<file path="config.mk">
export PLATFORM = sky130hd
export DESIGN_NAME = rtc_counter_match_regs
export DESIGN_NICKNAME = d
export VERILOG_FILES = /design/src/core/rtc_tick_sync.v /design/src/core/rtc_counter_match_regs.v
export VERILOG_INCLUDE_DIRS = /design/src /design/src/core
export SDC_FILE = /design/constraint.sdc
export NUM_CORES = 1
export LEC_CHECK = 0
export BUFFER_PORTS_ARGS = -buffer_cell sky130_fd_sc_hd__buf_2
export CAP_MARGIN = 10
export CORE_ASPECT_RATIO = 1.25
export CORE_MARGIN = 3
export CORE_UTILIZATION = 55
export CTS_BUF_LIST = sky130_fd_sc_hd__clkbuf_2
export DETAILED_ROUTE_END_ITERATION = 10
export GPL_ROUTABILITY_DRIVEN = 1
export PLACE_DENSITY_LB_ADDON = 0.08
export SLEW_MARGIN = 20
export SYNTH_ARGS = -nofsm -noshare
export SYNTH_HDL_FRONTEND = slang
export SYNTH_HIERARCHICAL = 1
export SYNTH_SLANG_ARGS = --single-unit
</file>
<file path="constraint.sdc">
create_clock -name core_clk_i -period 2.2 [get_ports core_clk_i]
set_input_delay 0.22 -clock core_clk_i [delete_from_list [all_inputs] [get_ports core_clk_i]]
set_output_delay 0.22 -clock core_clk_i [all_outputs]
set_load 0.05 [all_outputs]
</file>
<file path="src/core/rtc_defines.vh">
`ifndef RTC_DEFINES_VH
`define RTC_DEFINES_VH

// Register byte offsets on the peripheral bus
`define OFS_COUNTER_VALUE    8'h00
`define OFS_MATCH_VALUE      8'h04
`define OFS_LOAD_VALUE       8'h08
`define OFS_COUNTER_CONTROL  8'h0C
`define OFS_IRQ_STATUS       8'h10
`define OFS_RAW_IRQ_STATUS   8'h14
`define OFS_IRQ_ACKNOWLEDGE  8'h18
`define OFS_COMP_VERSION     8'h1C

// Address bits decoded by the slave
`define ADDR_W               8

// Control register field positions
`define CTL_WRAP_EN_BIT      3
`define CTL_COUNT_EN_BIT     2
`define CTL_IRQ_MASK_BIT     1
`define CTL_IRQ_EN_BIT       0
`define CTL_W                4

// Reset values
`define RST_WORD             32'h00000000
`define RST_CTL              4'h0

// Neutral version word, value arbitrary
`define VERSION_WORD_DEFAULT 32'h00000001

`endif

</file>
<file path="src/core/rtc_tick_sync.v">
`timescale 1ns/1ps

module rtc_tick_sync (
    // Clock and reset
    input  wire core_clk_i,
    input  wire arst_n_i,
    // Slow counter clock, asynchronous to core_clk_i
    input  wire rtc_clk_i,
    // One-cycle pulse per rising edge of rtc_clk_i
    output wire tick_o
);

    reg sync1_reg;
    reg sync2_reg;
    reg prev_reg;

    // Two-stage synchroniser, then edge memory; only sync2 feeds logic
    always @(posedge core_clk_i or negedge arst_n_i) begin
        if (!arst_n_i) begin
            sync1_reg <= 1'b0;
            sync2_reg <= 1'b0;
            prev_reg  <= 1'b0;
        end else begin
            sync1_reg <= rtc_clk_i;
            sync2_reg <= sync1_reg;
            prev_reg  <= sync2_reg;
        end
    end

    // Rising edge seen on synchronised level
    assign tick_o = sync2_reg & ~prev_reg;

endmodule

</file>
<file path="src/core/rtc_counter_match_regs.v">
`timescale 1ns/1ps
`include "rtc_defines.vh"

module rtc_counter_match_regs #(
    parameter [31:0] VERSION_WORD = `VERSION_WORD_DEFAULT
) (
    // Clock and reset
    input  wire                  core_clk_i,
    input  wire                  arst_n_i,
    // Prescaled counter clock pin
    input  wire                  rtc_clk_i,
    // APB slave
    input  wire                  psel_i,
    input  wire                  penable_i,
    input  wire                  pwrite_i,
    input  wire [`ADDR_W-1:0]    paddr_i,
    input  wire [31:0]           pwdata_i,
    output wire [31:0]           prdata_o,
    output wire                  pready_o,
    output wire                  pslverr_o,
    // Match interrupt line
    output wire                  irq_o
);

    // Counter state
    reg  [31:0]         counter_value_reg;
    reg  [31:0]         counter_value_next;
    reg  [31:0]         match_value_reg;
    reg  [31:0]         load_value_reg;
    reg  [`CTL_W-1:0]   counter_control_reg;
    reg                 load_pending_reg;

    // Interrupt state
    reg                 raw_irq_reg;
    reg                 ack_pending_reg;
    reg                 irq_line_reg;
    reg                 irq_line_next;

    // Bus answer flops and their combinational inputs
    reg  [31:0]         prdata_reg;
    reg  [31:0]         prdata_next;
    reg                 pready_reg;
    reg                 pslverr_reg;
    reg                 addr_hit;

    // Decoded control fields, bus phase qualifiers and interrupt terms
    wire                wrap_en;
    wire                count_en;
    wire                irq_mask;
    wire                irq_enable;
    wire                tick;
    wire                setup_phase;
    wire                access_phase;
    wire                wr_access;
    wire                rd_setup;
    wire                ack_read;
    wire                at_match;
    wire                match_event;
    wire                raw_irq_status;
    wire                irq_status;

    assign wrap_en    = counter_control_reg[`CTL_WRAP_EN_BIT];
    assign count_en   = counter_control_reg[`CTL_COUNT_EN_BIT];
    assign irq_mask   = counter_control_reg[`CTL_IRQ_MASK_BIT];
    assign irq_enable = counter_control_reg[`CTL_IRQ_EN_BIT];

    // synchronised counter tick
    // Pin passes two flops before any logic sees it
    rtc_tick_sync u_tick_sync (
        .core_clk_i (core_clk_i),
        .arst_n_i   (arst_n_i),
        .rtc_clk_i  (rtc_clk_i),
        .tick_o     (tick)
    );

    // Bus phase qualifiers
    assign setup_phase  = psel_i & ~penable_i;
    assign access_phase = psel_i & penable_i;
    assign wr_access    = access_phase & pwrite_i;
    assign rd_setup     = setup_phase & ~pwrite_i;
    assign ack_read     = access_phase & ~pwrite_i &
                          (paddr_i == `OFS_IRQ_ACKNOWLEDGE);

    // Match compare against the count currently held
    assign at_match = (counter_value_reg == match_value_reg);

    // match sets interrupt on a tick
    // driven by tick alone, no bus activity needed
    assign match_event = tick & at_match & irq_enable;

    // raw condition, independent of the mask
    assign raw_irq_status = raw_irq_reg;

    // mask bit set hides the interrupt
    assign irq_status = raw_irq_reg & ~irq_mask;

    // Next counter value on a tick
    always @* begin
        counter_value_next = counter_value_reg;
        if (tick) begin
            if (load_pending_reg) begin
                counter_value_next = load_value_reg;
            end else if (count_en) begin
                if (wrap_en && at_match) begin
                    counter_value_next = `RST_WORD;
                end else begin
                    // plus one, all-ones rolls to zero
                    counter_value_next = counter_value_reg + 32'h00000001;
                end
            end
        end
    end

    // Counter register; single clock so no partial word is ever seen
    always @(posedge core_clk_i or negedge arst_n_i) begin
        if (!arst_n_i) begin
            counter_value_reg <= `RST_WORD;
        end else begin
            counter_value_reg <= counter_value_next;
        end
    end

    // Software-written registers
    always @(posedge core_clk_i or negedge arst_n_i) begin
        if (!arst_n_i) begin
            match_value_reg     <= `RST_WORD;
            load_value_reg      <= `RST_WORD;
            counter_control_reg <= `RST_CTL;
        end else if (wr_access) begin
            case (paddr_i)
                `OFS_MATCH_VALUE: begin
                    match_value_reg <= pwdata_i;
                end
                `OFS_LOAD_VALUE: begin
                    load_value_reg <= pwdata_i;
                end
                `OFS_COUNTER_CONTROL: begin
                    // Upper bits are reserved and dropped
                    counter_control_reg <= pwdata_i[`CTL_W-1:0];
                end
                default: begin
                    // Read-only offsets ignore writes
                    counter_control_reg <= counter_control_reg;
                end
            endcase
        end
    end

    // Load request waits for the next tick, so it aligns to the counter clock
    always @(posedge core_clk_i or negedge arst_n_i) begin
        if (!arst_n_i) begin
            load_pending_reg <= 1'b0;
        end else if (wr_access && (paddr_i == `OFS_LOAD_VALUE)) begin
            // request transfer of the new word
            load_pending_reg <= 1'b1;
        end else if (tick) begin
            load_pending_reg <= 1'b0;
        end
    end

    // Acknowledge held until the next tick clears the status bit
    always @(posedge core_clk_i or negedge arst_n_i) begin
        if (!arst_n_i) begin
            ack_pending_reg <= 1'b0;
        end else if (ack_read) begin
            ack_pending_reg <= 1'b1;
        end else if (tick) begin
            ack_pending_reg <= 1'b0;
        end
    end

    // Raw interrupt flag; a match on the clearing tick wins
    always @(posedge core_clk_i or negedge arst_n_i) begin
        if (!arst_n_i) begin
            raw_irq_reg <= 1'b0;
        end else if (match_event) begin
            raw_irq_reg <= 1'b1;
        end else if (tick && ack_pending_reg) begin
            // status clears on the first counter tick after the read
            raw_irq_reg <= 1'b0;
        end
    end

    // Interrupt line: dropped at once on acknowledge unless an unmasked match lands in the same cycle, status lags behind
    always @* begin
        irq_line_next = irq_status & ~ack_pending_reg & ~ack_read;
        if (match_event && !irq_mask) begin
            irq_line_next = 1'b1;
        end else if (ack_read) begin
            irq_line_next = 1'b0;
        end
    end

    always @(posedge core_clk_i or negedge arst_n_i) begin
        if (!arst_n_i) begin
            irq_line_reg <= 1'b0;
        end else begin
            irq_line_reg <= irq_line_next;
        end
    end

    // Address hit check for the error answer
    always @* begin
        case (paddr_i)
            `OFS_COUNTER_VALUE,
            `OFS_MATCH_VALUE,
            `OFS_LOAD_VALUE,
            `OFS_COUNTER_CONTROL,
            `OFS_IRQ_STATUS,
            `OFS_RAW_IRQ_STATUS,
            `OFS_IRQ_ACKNOWLEDGE,
            `OFS_COMP_VERSION: begin
                addr_hit = 1'b1;
            end
            default: begin
                addr_hit = 1'b0;
            end
        endcase
    end

    // Read mux, sampled in the setup phase so data is flopped for access
    always @* begin
        prdata_next = `RST_WORD;
        case (paddr_i)
            `OFS_COUNTER_VALUE: begin
                prdata_next = counter_value_reg;
            end
            `OFS_MATCH_VALUE: begin
                prdata_next = match_value_reg;
            end
            `OFS_LOAD_VALUE: begin
                prdata_next = load_value_reg;
            end
            `OFS_COUNTER_CONTROL: begin
                prdata_next[`CTL_W-1:0] = counter_control_reg;
            end
            `OFS_IRQ_STATUS: begin
                prdata_next[0] = irq_status;
            end
            `OFS_RAW_IRQ_STATUS: begin
                prdata_next[0] = raw_irq_status;
            end
            `OFS_COMP_VERSION: begin
                prdata_next = VERSION_WORD;
            end
            default: begin
                // Acknowledge and unmapped read as zero
                prdata_next = `RST_WORD;
            end
        endcase
    end

    // Bus answer: ready in the access phase, never a wait state
    always @(posedge core_clk_i or negedge arst_n_i) begin
        if (!arst_n_i) begin
            prdata_reg  <= `RST_WORD;
            pready_reg  <= 1'b0;
            pslverr_reg <= 1'b0;
        end else begin
            pready_reg  <= setup_phase;
            pslverr_reg <= setup_phase & ~addr_hit;
            if (rd_setup) begin
                prdata_reg <= prdata_next;
            end else if (!psel_i) begin
                // Idle bus shows zero data
                prdata_reg <= `RST_WORD;
            end
        end
    end

    // Outputs straight from flops
    assign prdata_o  = prdata_reg;
    assign pready_o  = pready_reg;
    assign pslverr_o = pslverr_reg;
    assign irq_o     = irq_line_reg;

endmodule

</file>
Word-level counts from Yosys, hierarchy flattened --
Memories as Yosys holds them, arrays and structs flattened. Index checks and enable logic that the tools add are counted.
Word-level totals: register bits 141, input bits 46, ROM bits 32, memories 1, output and inout port bits 35, word-level logic and storage cells 76
Memories:
- (name not given) | depth 32, width 1, rd ports 1, clocked after Yosys merged registers in 0, wr ports 0, RTL line rtc_counter_match_regs.v:204 | case (paddr_i)
Cells by class: add/sub/neg operators 1, equality and inequality tests 9, multiplexer cells 16, bitwise logic cells 20, reductions and logical operators 15
Operators by type and width (count):
- two-way mux 32 bit | 5
- case mux 28 bit (3 select lines) | 1
- adder 32 x 1 -> 32 bit, second input constant | 1
- equality test 32 bit | 1
- equality test 8 x 5 -> 1 bit, second input constant | 4
- equality test 8 x 4 -> 1 bit, second input constant | 2
- AND 1 bit | 13
- case mux 3 bit (4 select lines) | 1
- equality test 8 x 3 -> 1 bit, second input constant | 1
- zero test 8 bit | 1
- two-way mux 1 bit | 8
- AND reduction 2 bit | 4
- nonzero test 2 bit | 4
- NOT 1 bit | 7
- case mux 1 bit (7 select lines) | 1
- logical AND 1 bit | 4
- zero test 3 bit | 1
- inequality test 2 x 1 -> 1 bit, second input constant | 1
- zero test 1 bit | 1

Depth between registers and ports, before layout --
Gate-level depths: netlist (run 1).
depth after elaboration 7, mapped depth 8

Modules after synthesis --
The synthesis (run 1) kept the hierarchy.
Modules (own cells, without submodules):
- rtc_counter_match_regs | times used 1, cells an instance 729, area an instance 7494.7 um^2
- rtc_tick_sync | times used 1, cells an instance 4, area an instance 88.8 um^2

Worst setup path before layout (run 1) --
Ideal clock, no wire load.
path type register to register, from register counter_value_reg[0], to register counter_value_reg[22], data required time 2.127 ns, arrival 1.996 ns, path buffers 0, setup slack 0.131 ns, cell stages (with the launch flop) 8, library setup time 0.073 ns, cell sequence dfrtp_1 -> ha_1 -> nand3_4 -> nor4_4 -> nand3_4 -> or4_1 -> and3_1 -> a21oi_2
On the way: cells in the longest elaborated chain, start to end 5, elaborated cells between the ends (all ways) 6, classes of those cells add/sub: 1; eq/ne: 1; mux: 3; reduce/logical: 1
RTL lines:
- from (decl) | RTL line rtc_counter_match_regs.v:26 | reg [31:0] counter_value_reg;
- from (signal assigned) | RTL line rtc_counter_match_regs.v:117 | counter_value_reg <= `RST_WORD;
- from (signal assigned) | RTL line rtc_counter_match_regs.v:119 | counter_value_reg <= counter_value_next;
- parallel branches: the longest is 2 deep, another holds adder 32 x 1 -> 32 bit
- two-way mux 32 bit (*) | RTL line rtc_counter_match_regs.v:104 | if (wrap_en && at_match) begin
- two-way mux 32 bit (*) | RTL line rtc_counter_match_regs.v:103 | end else if (count_en) begin
- two-way mux 32 bit (*) | RTL line rtc_counter_match_regs.v:101 | if (load_pending_reg) begin
Mark *: on every way between the ends. The select of a mux whose other input is x is not followed. A chain may end at the register's enable or synchronous reset.

Worst setup path in the final report (run 1) --
from register match_value_reg[22], to register counter_value_reg[25]
On the way: cells in the longest elaborated chain, start to end 5
RTL lines:
- from (decl) | RTL line rtc_counter_match_regs.v:28 | reg [31:0] match_value_reg;
- from (signal assigned) | RTL line rtc_counter_match_regs.v:126 | match_value_reg <= `RST_WORD;
- from (signal assigned) | RTL line rtc_counter_match_regs.v:132 | match_value_reg <= pwdata_i;
- equality test 32 bit | RTL line rtc_counter_match_regs.v:85 | assign at_match = (counter_value_reg == match_value_reg);
- logical AND 1 bit | RTL line rtc_counter_match_regs.v:104
- two-way mux 32 bit | RTL line rtc_counter_match_regs.v:104
- two-way mux 32 bit | RTL line rtc_counter_match_regs.v:103
- two-way mux 32 bit | RTL line rtc_counter_match_regs.v:101
Every way passes these cells. The select of a mux whose other input is x is not followed.

==> results.sh, run 1 <==
export IMPL_status="finished, violations left"
export IMPL_violations="setup timing"
export IMPL_yosys_cell_count_top_type="dfrtp_1"
export IMPL_design_area_um2=9600
export IMPL_ir_worst_vdd_mv=0.408
export IMPL_clockBufferDepth=2
export IMPL_core_area_um2=13300
export IMPL_grt_start_max_net_pins=52
export IMPL_synth_top_area_frac=0.465
export IMPL_synthTopCellsByCount="141 x dfrtp_1, 68 x mux2_2, 60 x nand2_1"
export IMPL_synthAdderAreaFrac=0.00165
export IMPL_path_max_fanout=5
export IMPL_grt_pass1_vias=6624
export IMPL_drc=0
export IMPL_row_count=47
export IMPL_die_area_um2=15200
export IMPL_cts_inserted_buffers=17
export IMPL_period_share=1.00
export IMPL_synth_top_family_by_area="simple AND/OR/NAND/NOR gates"
export IMPL_wl_per_cell_um=20.9
export IMPL_cp_arrival_ns=2.90
export IMPL_fin_setup_tns_ns=-0.0108
export IMPL_critical_path_top_delay_family="simple AND/OR/NAND/NOR gates"
export IMPL_end_kind="flop"
export IMPL_gr_usage_all_layers=0.306
export IMPL_leakagePower_nw=4.51
export IMPL_io_pins=81
export IMPL_clk_pin_slew_ns=0.22
export IMPL_cpPeakStageDelay_ns=0.52
export IMPL_ys_async_sr_fraction=1.00
export IMPL_layout_min_cycle_time_ns=2.20
export IMPL_critPathLaunchType="flop"
export IMPL_stdcell_count=1104
export IMPL_avgViaCountPerCell=6.05
export IMPL_powerDensity_nw_per_um2=483
export IMPL_syn_to_final_growth_pct=26.6
export IMPL_drt_iter0_drc=502
export IMPL_clock_fmax_mhz=454
export IMPL_synth_compound_area_frac=0.140
export IMPL_synthMuxAreaShare=0.149
export IMPL_synth_top_flop_cell="dfrtp_1"
export IMPL_placed_cell_area_um2=8720
export IMPL_grt_pass1_wl_mm=36.1
export IMPL_cp_slowest_cell="or4_4"
export IMPL_required_ns=2.90
export IMPL_crit_chain="xnor2_2, buf_4, nand4_1, nor4_4, buf_4, a211o_4, or4_4, nand3_2"
export IMPL_synth_cells=733
export IMPL_cts_tree="yes"
export IMPL_placed_cells=1023
export IMPL_crit_buf_inv=2
export IMPL_die_x_um=111
export IMPL_cts_root_buffer="clkbuf_2"
export IMPL_place_congestion=0.972
export IMPL_setup_viol=3
export IMPL_synth_cell_type_count=62
export IMPL_synth_warnings=6
export IMPL_max_slew_margin=0.587
export IMPL_clk_latency_ns=0.75
export IMPL_drive_gt1_frac=0.340
export IMPL_grt_setup_unrepaired="yes"
export IMPL_synth_area_leaders="dfrtp_1 47%, mux2_2 10%, mux2i_1 3.8%, xnor2_1 3.7%, a21oi_1 3.2%"
export IMPL_die_height_um=137
export IMPL_finClkSkew_ns=0.0234
export IMPL_worst_pin_slew_ns=0.616
export IMPL_worstHoldPathType="in -> reg"
export IMPL_yosys_area_top_type="dfrtp_1"
export IMPL_dpl_hpwl_mm=16.3
export IMPL_criticalPathCategory="reg -> reg"
export IMPL_ys_seq_area_frac=0.465
export IMPL_htreeDepth=4
export IMPL_vias=6683
export IMPL_netlist_area_um2=7580
export IMPL_synth_seq_cells=141
export IMPL_synth_xor_area_frac=0.0370
export IMPL_portBuffers=80
export IMPL_ant_nets=0
export IMPL_setup_ws_ns=-0.00477
export IMPL_fin_nets=966
export IMPL_max_cap_viol_count=0
export IMPL_dr_pass1_iters=5
export IMPL_antenna_found_initial=1
export IMPL_routed_wl_mm=23.1
export IMPL_crit_top_cell="buf_4"
export IMPL_finalHoldViolations=0
export IMPL_clock_sinks=141
export IMPL_synth_edf_count=0
export IMPL_start_util=0.568
export IMPL_grt_overflow_total=0
export IMPL_synth_simple_area_share=0.159
export IMPL_synth_nets=780
export IMPL_avgSynthCellArea_um2=10.3
export IMPL_slew_violations=0
==> cell families after synthesis <==
kind of cell | Yosys count
simple gates | 225
xor+xnor | 32
compound gates | 167
mux | 100
fa+ha+maj | 1
buf+inv | 67
flops | 141
==> report_power, final <==
part | switching, W | total (W) | internal, W
Clock | 0.00101 | 0.00153 | 0.000517
Sequential | 0.0000414 | 0.00267 | 0.00263
Combinational | 0.000238 | 0.000443 | 0.000206
==> tightest hold or removal path, cell delays in order <==
cell and delay, ns:
buf_2 0.20, nand2b_1 0.23, o22ai_1 0.14
==> layout make-up <==
cell class | instances | area, µm²
clock buffer | 17 | 85.1
inverter | 8 | 30.0
clock inverter | 15 | 146
timing repair buffer | 226 | 1750
fill | 972 | 3750
sequential | 141 | 3530
multi-input combinational | 525 | 3840
antenna | 1 | 2.50
tap | 171 | 214
==> layer usage <==
metal  track usage  wire (µm)  up-vias
li1              -          -     3081
met1         0.384       9680     3290
met2         0.517      11500      258
met3        0.0496       1160       54
met4         0.156        743        0
met5             0          0        -
==> path summary, 6_finish.rpt <==
path                                                 start                                 to  slack (ns)  cells after the start
min in group asynchronous                         arst_n_i  counter_value_reg[25]$_DFFE_PN0P_        0.40                      3
hold reg to reg            u_tick_sync/sync1_reg$_DFF_PN0_    u_tick_sync/sync2_reg$_DFF_PN0_        0.38                      0
hold / removal                                  paddr_i[2]       load_pending_reg$_DFFE_PN0P_        0.09                      3
max in group asynchronous                         arst_n_i   counter_value_reg[2]$_DFFE_PN0P_        1.29                      4
setup / recovery           match_value_reg[22]$_DFFE_PN0P_  counter_value_reg[25]$_DFFE_PN0P_      -0.005                      8
setup reg to reg           match_value_reg[22]$_DFFE_PN0P_  counter_value_reg[25]$_DFFE_PN0P_      -0.005                      8
==> metrics by stage <==
step	setup WS, ns	utilization	hold slack (ns)	power (W)
floorplan	0.131	-	-0.0756	0.00288
global placement	-0.147	0.653	0.241	0.00307
detailed placement	-0.0775	0.653	0.247	0.00309
CTS	0.00803	0.709	0.0259	0.00467
global route	-0.156	0.719	0.0486	0.00483
finish	-0.00477	0.719	0.0856	0.00464
==> placed cells by master, fill, tap and decap left out, types with 7 or more instances in the layout <==
cell type,Yosys,routed
a21oi_1,49,49
and3_1,8,8
buf_12,0,8
buf_2,19,79
buf_4,3,89
clkbuf_2,1,17
dfrtp_1,141,140
dlygate4sd3_1,0,45
inv_1,8,8
mux2_2,68,68
mux2i_1,29,29
nand2_1,60,60
nand3_1,23,20
nand4_1,31,31
nor2_1,48,47
nor3_1,15,14
o21ai_0,44,40
o311ai_1,1,9
xnor2_1,32,25
xnor2_2,0,7
==> what timing repair did <==
item,CTS,global route
cloned,0,0
pin swaps,2,9
hold buffers,46,0
endpoints found under the hold margin,219,0
setup buffers,0,3
gates resized for setup,5,33
endpoints found under the setup margin,19,29
(Power assumes the default switching activity.)
==> inputs of run 2 (changes only) <==
- CTS_BUF_LIST: sky130_fd_sc_hd__clkbuf_2 -> sky130_fd_sc_hd__clkbuf_4 sky130_fd_sc_hd__clkbuf_8
==> run 2 against run 1 <==
The flow still finishes with violations (setup timing). Worst hold slack got worse by 0.061 ns. Global-route usage fell by 0.54 points. Worst setup slack got worse by 0.022 ns. Non-clock buffer count fell by 14. Register-to-register slack got worse by 0.02 ns. Die area did not move. Critical path depth rose by 1. Wire length fell by 2.2%. Design area fell by 0.23%. Clock-buffer cell count rose by 4. Total power rose by 14%. Combinational power fell by 5.9%.
==> results.sh, run 2 (synthesis results as in run 1) <==
export IMPL_status="finished, violations left"
export IMPL_violations="setup timing"
export IMPL_grt_start_max_net_pins=61
export IMPL_final_cell_mix="139 x dfrtp_1, 93 x buf_4, 79 x buf_2, 68 x mux2_2, 60 x nand2_1"
export IMPL_powerDensity_nw_per_um2=552
export IMPL_fin_nets=952
export IMPL_diodes=0
export IMPL_layout_commonest_cell="dfrtp_1"
export IMPL_finalHoldViolations=0
export IMPL_hold_slack_ns=0.0245
export IMPL_core_area_um2=13300
export IMPL_clock_sinks=141
export IMPL_place_congestion=0.972
export IMPL_syn_to_final_growth_pct=26.3
export IMPL_gr_usage_all_layers=0.301
export IMPL_fin_setup_tns_ns=-0.0268
export IMPL_clockBufferDepth=2
export IMPL_grt_setup_unrepaired="yes"
export IMPL_cp_slowest_cell="or4_4"
export IMPL_drive_gt1_frac=0.344
export IMPL_die_area_um2=15200
export IMPL_path_max_fanout=4
export IMPL_n_fill_cell=960
export IMPL_io_pins=81
export IMPL_antenna_found_initial=0
export IMPL_clk_pin_slew_ns=0.08
export IMPL_drt_iter0_drc=493
export IMPL_ant_nets=0
export IMPL_grt_overflow_total=0
export IMPL_cts_inserted_buffers=17
export IMPL_start_util=0.568
export IMPL_die_x_um=111
export IMPL_grt_pass1_wl_mm=35.6
export IMPL_setup_viol=1
export IMPL_max_slew_margin=0.587
export IMPL_slew_violations=0
export IMPL_wl_per_cell_um=20.7
export IMPL_critPathLaunchType="flop"
export IMPL_required_ns=2.60
export IMPL_cts_root_buffer="clkbuf_8"
export IMPL_crit_top_cell="buf_4"
export IMPL_criticalPathCategory="reg -> reg"
export IMPL_period_share=1.01
export IMPL_max_cap_viol_count=0
export IMPL_die_height_um=137
export IMPL_leakagePower_nw=4.49
export IMPL_cts_tree="yes"
export IMPL_htreeDepth=4
export IMPL_row_count=47
export IMPL_worst_pin_slew_ns=0.616
export IMPL_cp_arrival_ns=2.63
export IMPL_setup_ws_ns=-0.0268
export IMPL_holdPathStages=2
export IMPL_clock_fmax_mhz=449
export IMPL_dr_pass1_iters=5
export IMPL_portBuffers=80
export IMPL_worst_r2r_cell_count=9
export IMPL_end_kind="flop"
export IMPL_dpl_hpwl_mm=16.3
export IMPL_routed_wl_mm=22.6
export IMPL_clk_latency_ns=0.47
export IMPL_ir_worst_vdd_mv=0.540
export IMPL_vias=6584
export IMPL_layout_min_cycle_time_ns=2.23
export IMPL_finClkSkew_ns=0.00848
export IMPL_drc=0
export IMPL_avgViaCountPerCell=6.05
export IMPL_cpPeakStageDelay_ns=0.51
export IMPL_worstHoldPathType="in -> reg"
export IMPL_crit_chain="xnor2_2, buf_4, nand4_1, nor4_4, buf_4, a211o_1, buf_6, or4_4, nand3_2"
export IMPL_grt_pass1_vias=6525
[run 2: cell count changes in the layout (fill, tap and decap cells not counted), sizes merged]
cell	delta
clkbuf	+4
buf	+1
diode	-1
clkinv	-4
dlygate4sd3	-15
[run 2: metal layers]
metal | vias up | wire length, µm | share of wire | GRT usage
li1 | 3053 | - | - | -
met1 | 3254 | 9640 | 0.43 | 0.381
met2 | 222 | 11100 | 0.49 | 0.516
met3 | 55 | 1030 | 0.046 | 0.0475
met4 | 0 | 769 | 0.034 | 0.130
met5 | - | 0 | 0 | 0
[run 2: cell type report]
| type | count | area, µm² | share of cell area |
|---|---|---|---|
| clock inverters | 11 | 131 | 0.0137 |
| clock buffers | 21 | 289 | 0.0302 |
| repair buffers | 212 | 1570 | 0.164 |
| inverters | 8 | 30.0 | 0.00314 |
| multi-input cells | 525 | 3810 | 0.398 |
| flip-flops and latches | 141 | 3530 | 0.369 |
| well taps | 171 | 214 | 0.0223 |
[run 2: final timing paths]
kind	startpoint	to	slack [ns]
min in group asynchronous	arst_n_i	counter_value_reg[9]$_DFFE_PN0P_	0.31
worst max-delay path	match_value_reg[22]$_DFFE_PN0P_	counter_value_reg[25]$_DFFE_PN0P_	-0.03
worst max register to register	match_value_reg[22]$_DFFE_PN0P_	counter_value_reg[25]$_DFFE_PN0P_	-0.03
max in group asynchronous	arst_n_i	match_value_reg[29]$_DFFE_PN0P_	1.25
worst min-delay path	psel_i	prdata_o[0]$_DFFE_PN0P_	0.02
worst min register to register	u_tick_sync/sync1_reg$_DFF_PN0_	u_tick_sync/sync2_reg$_DFF_PN0_	0.36
[run 2: through the flow]
step	power (W)	setup WS, ns	area (µm²)	std cells	utilization
2_1_floorplan	0.00288	0.131	7580	733	-
3_3_place_gp	0.00307	-0.147	8720	1023	0.653
3_5_place_dp	0.00309	-0.0775	8720	1023	0.653
4_1_cts	0.00532	0.00346	9460	1085	0.709
5_1_grt	0.00547	-0.0961	9580	1089	0.717
6_report	0.00529	-0.0268	9580	1089	0.717
[run 2: repair_timing]
| item | in CTS | in global routing |
|---|---|---|
| pin swaps | 2 | 6 |
| gates resized for setup | 3 | 23 |
| endpoints found under the hold margin | 110 | 0 |
| buffers inserted | 0 | 5 |
| hold buffers | 30 | 0 |
| endpoints found under the setup margin | 18 | 28 |
[run 2: worst max-delay path, delay by kind of cell, from the launching register on]
kind	cells	cell delay (ns)
AO/OA/AOI/OAI	1	0.30
XOR/XNOR	1	0.15
buffers and inverters	3	0.45
flip-flops	1	0.44
AND/OR/NAND/NOR	4	0.82
[run 2: where the power goes]
| group | leakage [nW] | internal (W) | switching, W |
|---|---|---|---|
| Clock | 0.205 | 0.00114 | 0.00106 |
| Sequential | 1.83 | 0.00262 | 0.0000417 |
| Combinational | 2.45 | 0.000187 | 0.000230 |
==> inputs of run 3 (changes only) <==
- BUFFER_PORTS_ARGS: -buffer_cell sky130_fd_sc_hd__buf_2 -> unset
- CORE_UTILIZATION: 55 -> 60
- DONT_BUFFER_PORTS: unset -> 1
==> run 3 against run 2 <==
The flow finishes with violations (hold timing, setup timing). Total power fell by 2.3%. Critical path depth down 1. Highest routed layer unchanged. Global-route usage is 3.0 points higher. Critical path type unchanged. Sequential power is essentially flat. Clock power is essentially flat. Flip-flop and latch count did not move. Critical endpoint is now counter_value_reg[2]$_DFFE_PN0P_. Combinational power shrank 26%. First-iteration DRC count fell by 10%.
==> results.sh, run 3 (synthesis results as in run 1) <==
export IMPL_grt_pass1_vias=6677
export IMPL_max_slew_margin=0.665
export IMPL_powerDensity_nw_per_um2=553
export IMPL_dr_pass1_iters=5
export IMPL_clock_fmax_mhz=452
export IMPL_grt_pass1_wl_mm=36.0
export IMPL_grt_setup_unrepaired="yes"
export IMPL_violations="hold timing, setup timing"
export IMPL_wl_met3_mm=1.33
export IMPL_worstHoldPathType="in -> async"
export IMPL_regToRegStartpoint="match_value_reg[1]$_DFFE_PN0P_"
export IMPL_avgViaCountPerCell=6.39
export IMPL_grt_start_max_net_pins=142
export IMPL_wl_met1_mm=9.43
export IMPL_route_top_layer_used="met4"
export IMPL_die_x_um=107
export IMPL_stdcell_count=1013
export IMPL_place_congestion=0.927
export IMPL_die_area_um2=14000
export IMPL_syn_to_final_growth_pct=23.3
export IMPL_clockBufferDepth=2
export IMPL_drive_gt1_frac=0.302
export IMPL_ir_worst_vdd_mv=0.571
export IMPL_cp_slowest_cell="dfrtp_1"
export IMPL_leakagePower_nw=4.20
export IMPL_crit_chain="xnor2_2, nand4_1, nor4_4, buf_6, a31o_4, buf_4, o21ai_1, a221o_1"
export IMPL_finalHoldViolations=141
export IMPL_drt_iter0_drc=442
export IMPL_ant_nets=0
export IMPL_place_ws_ns=-0.376
export IMPL_criticalPathCategory="reg -> reg"
export IMPL_end_kind="flop"
export IMPL_finClkSkew_ns=0.0128
export IMPL_worst_pin_slew_ns=0.502
export IMPL_max_cap_viol_count=0
export IMPL_final_cell_mix="133 x dfrtp_1, 93 x buf_4, 68 x mux2_2, 60 x nand2_1, 49 x a21oi_1"
export IMPL_cts_inserted_buffers=17
export IMPL_dpl_hpwl_mm=15.2
export IMPL_fin_nets=883
export IMPL_htreeDepth=4
export IMPL_cpPeakStageDelay_ns=0.46
export IMPL_setup_ws_ns=-0.0122
export IMPL_setup_viol=2
export IMPL_clk_latency_ns=0.46
export IMPL_hold_slack_ns=-0.558
export IMPL_required_ns=2.54
export IMPL_crit_buf_inv=2
export IMPL_critical_path_top_delay_family="simple AND/OR/NAND/NOR gates"
export IMPL_reg2reg_slack_ns=-0.01
export IMPL_clk_pin_slew_ns=0.09
export IMPL_cts_root_buffer="clkbuf_8"
export IMPL_drc=0
export IMPL_start_util=0.618
export IMPL_reg2reg_to="counter_value_reg[2]$_DFFE_PN0P_"
export IMPL_status="finished, violations left"
export IMPL_portBuffers=0
export IMPL_vias=6471
export IMPL_cp_arrival_ns=2.55
export IMPL_cts_tree="yes"
export IMPL_row_count=45
export IMPL_dr_wl_met2_mm=11.3
export IMPL_core_area_um2=12300
export IMPL_layout_commonest_cell="dfrtp_1"
export IMPL_cts_hold_buf=40
export IMPL_period_share=1.01
export IMPL_io_pins=81
export IMPL_routed_wl_mm=22.9
export IMPL_layout_min_cycle_time_ns=2.21
export IMPL_critPathLaunchType="flop"
export IMPL_grt_overflow_total=0
export IMPL_path_max_fanout=5
export IMPL_gr_usage_all_layers=0.331
export IMPL_antenna_found_initial=0
export IMPL_placed_cells=920
export IMPL_wl_per_cell_um=22.6
export IMPL_worst_r2r_cell_count=8
export IMPL_slew_violations=0
export IMPL_clock_sinks=141
export IMPL_diodes=0
export IMPL_die_height_um=132
[run 3: layout make-up]
class | instances | area (µm²)
well taps | 164 | 205
inverters | 8 | 30.0
flip-flops and latches | 141 | 3540
clock inverters | 14 | 170
multi-input cells | 525 | 3930
clock buffers | 18 | 241
fillers | 859 | 2930
repair buffers | 143 | 1240
[run 3: how the worst max path moves through the flow]
stage                                     startpoint                                end  slack, ns  depth (start not counted)
floorplan           counter_value_reg[0]$_DFFE_PN0P_  counter_value_reg[22]$_DFFE_PN0P_       0.13                          7
global placement     match_value_reg[23]$_DFFE_PN0P_  counter_value_reg[28]$_DFFE_PN0P_      -0.27                          6
detailed placement   match_value_reg[23]$_DFFE_PN0P_  counter_value_reg[23]$_DFFE_PN0P_      -0.38                          7
CTS                 counter_value_reg[8]$_DFFE_PN0P_  counter_value_reg[12]$_DFFE_PN0P_      0.002                          8
global route          match_value_reg[1]$_DFFE_PN0P_  counter_value_reg[18]$_DFFE_PN0P_       -0.1                          8
finish                match_value_reg[1]$_DFFE_PN0P_   counter_value_reg[2]$_DFFE_PN0P_      -0.01                          8
[run 3: power breakdown]
| part | total, W | switching, W | internal, W |
|---|---|---|---|
| Clock | 0.00217 | 0.00104 | 0.00113 |
| Sequential | 0.00269 | 0.0000599 | 0.00263 |
| Combinational | 0.000308 | 0.000135 | 0.000173 |
| Total | 0.00517 | 0.00124 | 0.00393 |
[run 3: what timing repair did]
action / CTS / global route
setup buffers: 7 / 19
gates resized for setup: 11 / 38
endpoints found under the hold margin: 218 / 141
pin swaps: 9 / 14
endpoints found under the setup margin: 31 / 28
[run 3: stage by stage]
stage               setup TNS (ns)  cell area (µm²)   util  power, W
CTS                              0             9060  0.738   0.00514
floorplan                        0             7580      -   0.00288
detailed placement           -6.04             8120  0.662   0.00293
global placement             -4.41             8120  0.662   0.00292
finish                     -0.0125             9350  0.762   0.00517
global route                 -1.09             9350  0.762   0.00532
[run 3: metal layers]
metal / vias to the layer above / track usage
li1: 2904 / -
met1: 3202 / 0.432
met2: 305 / 0.538
met3: 60 / 0.0575
met4: 0 / 0.149
met5: - / 0
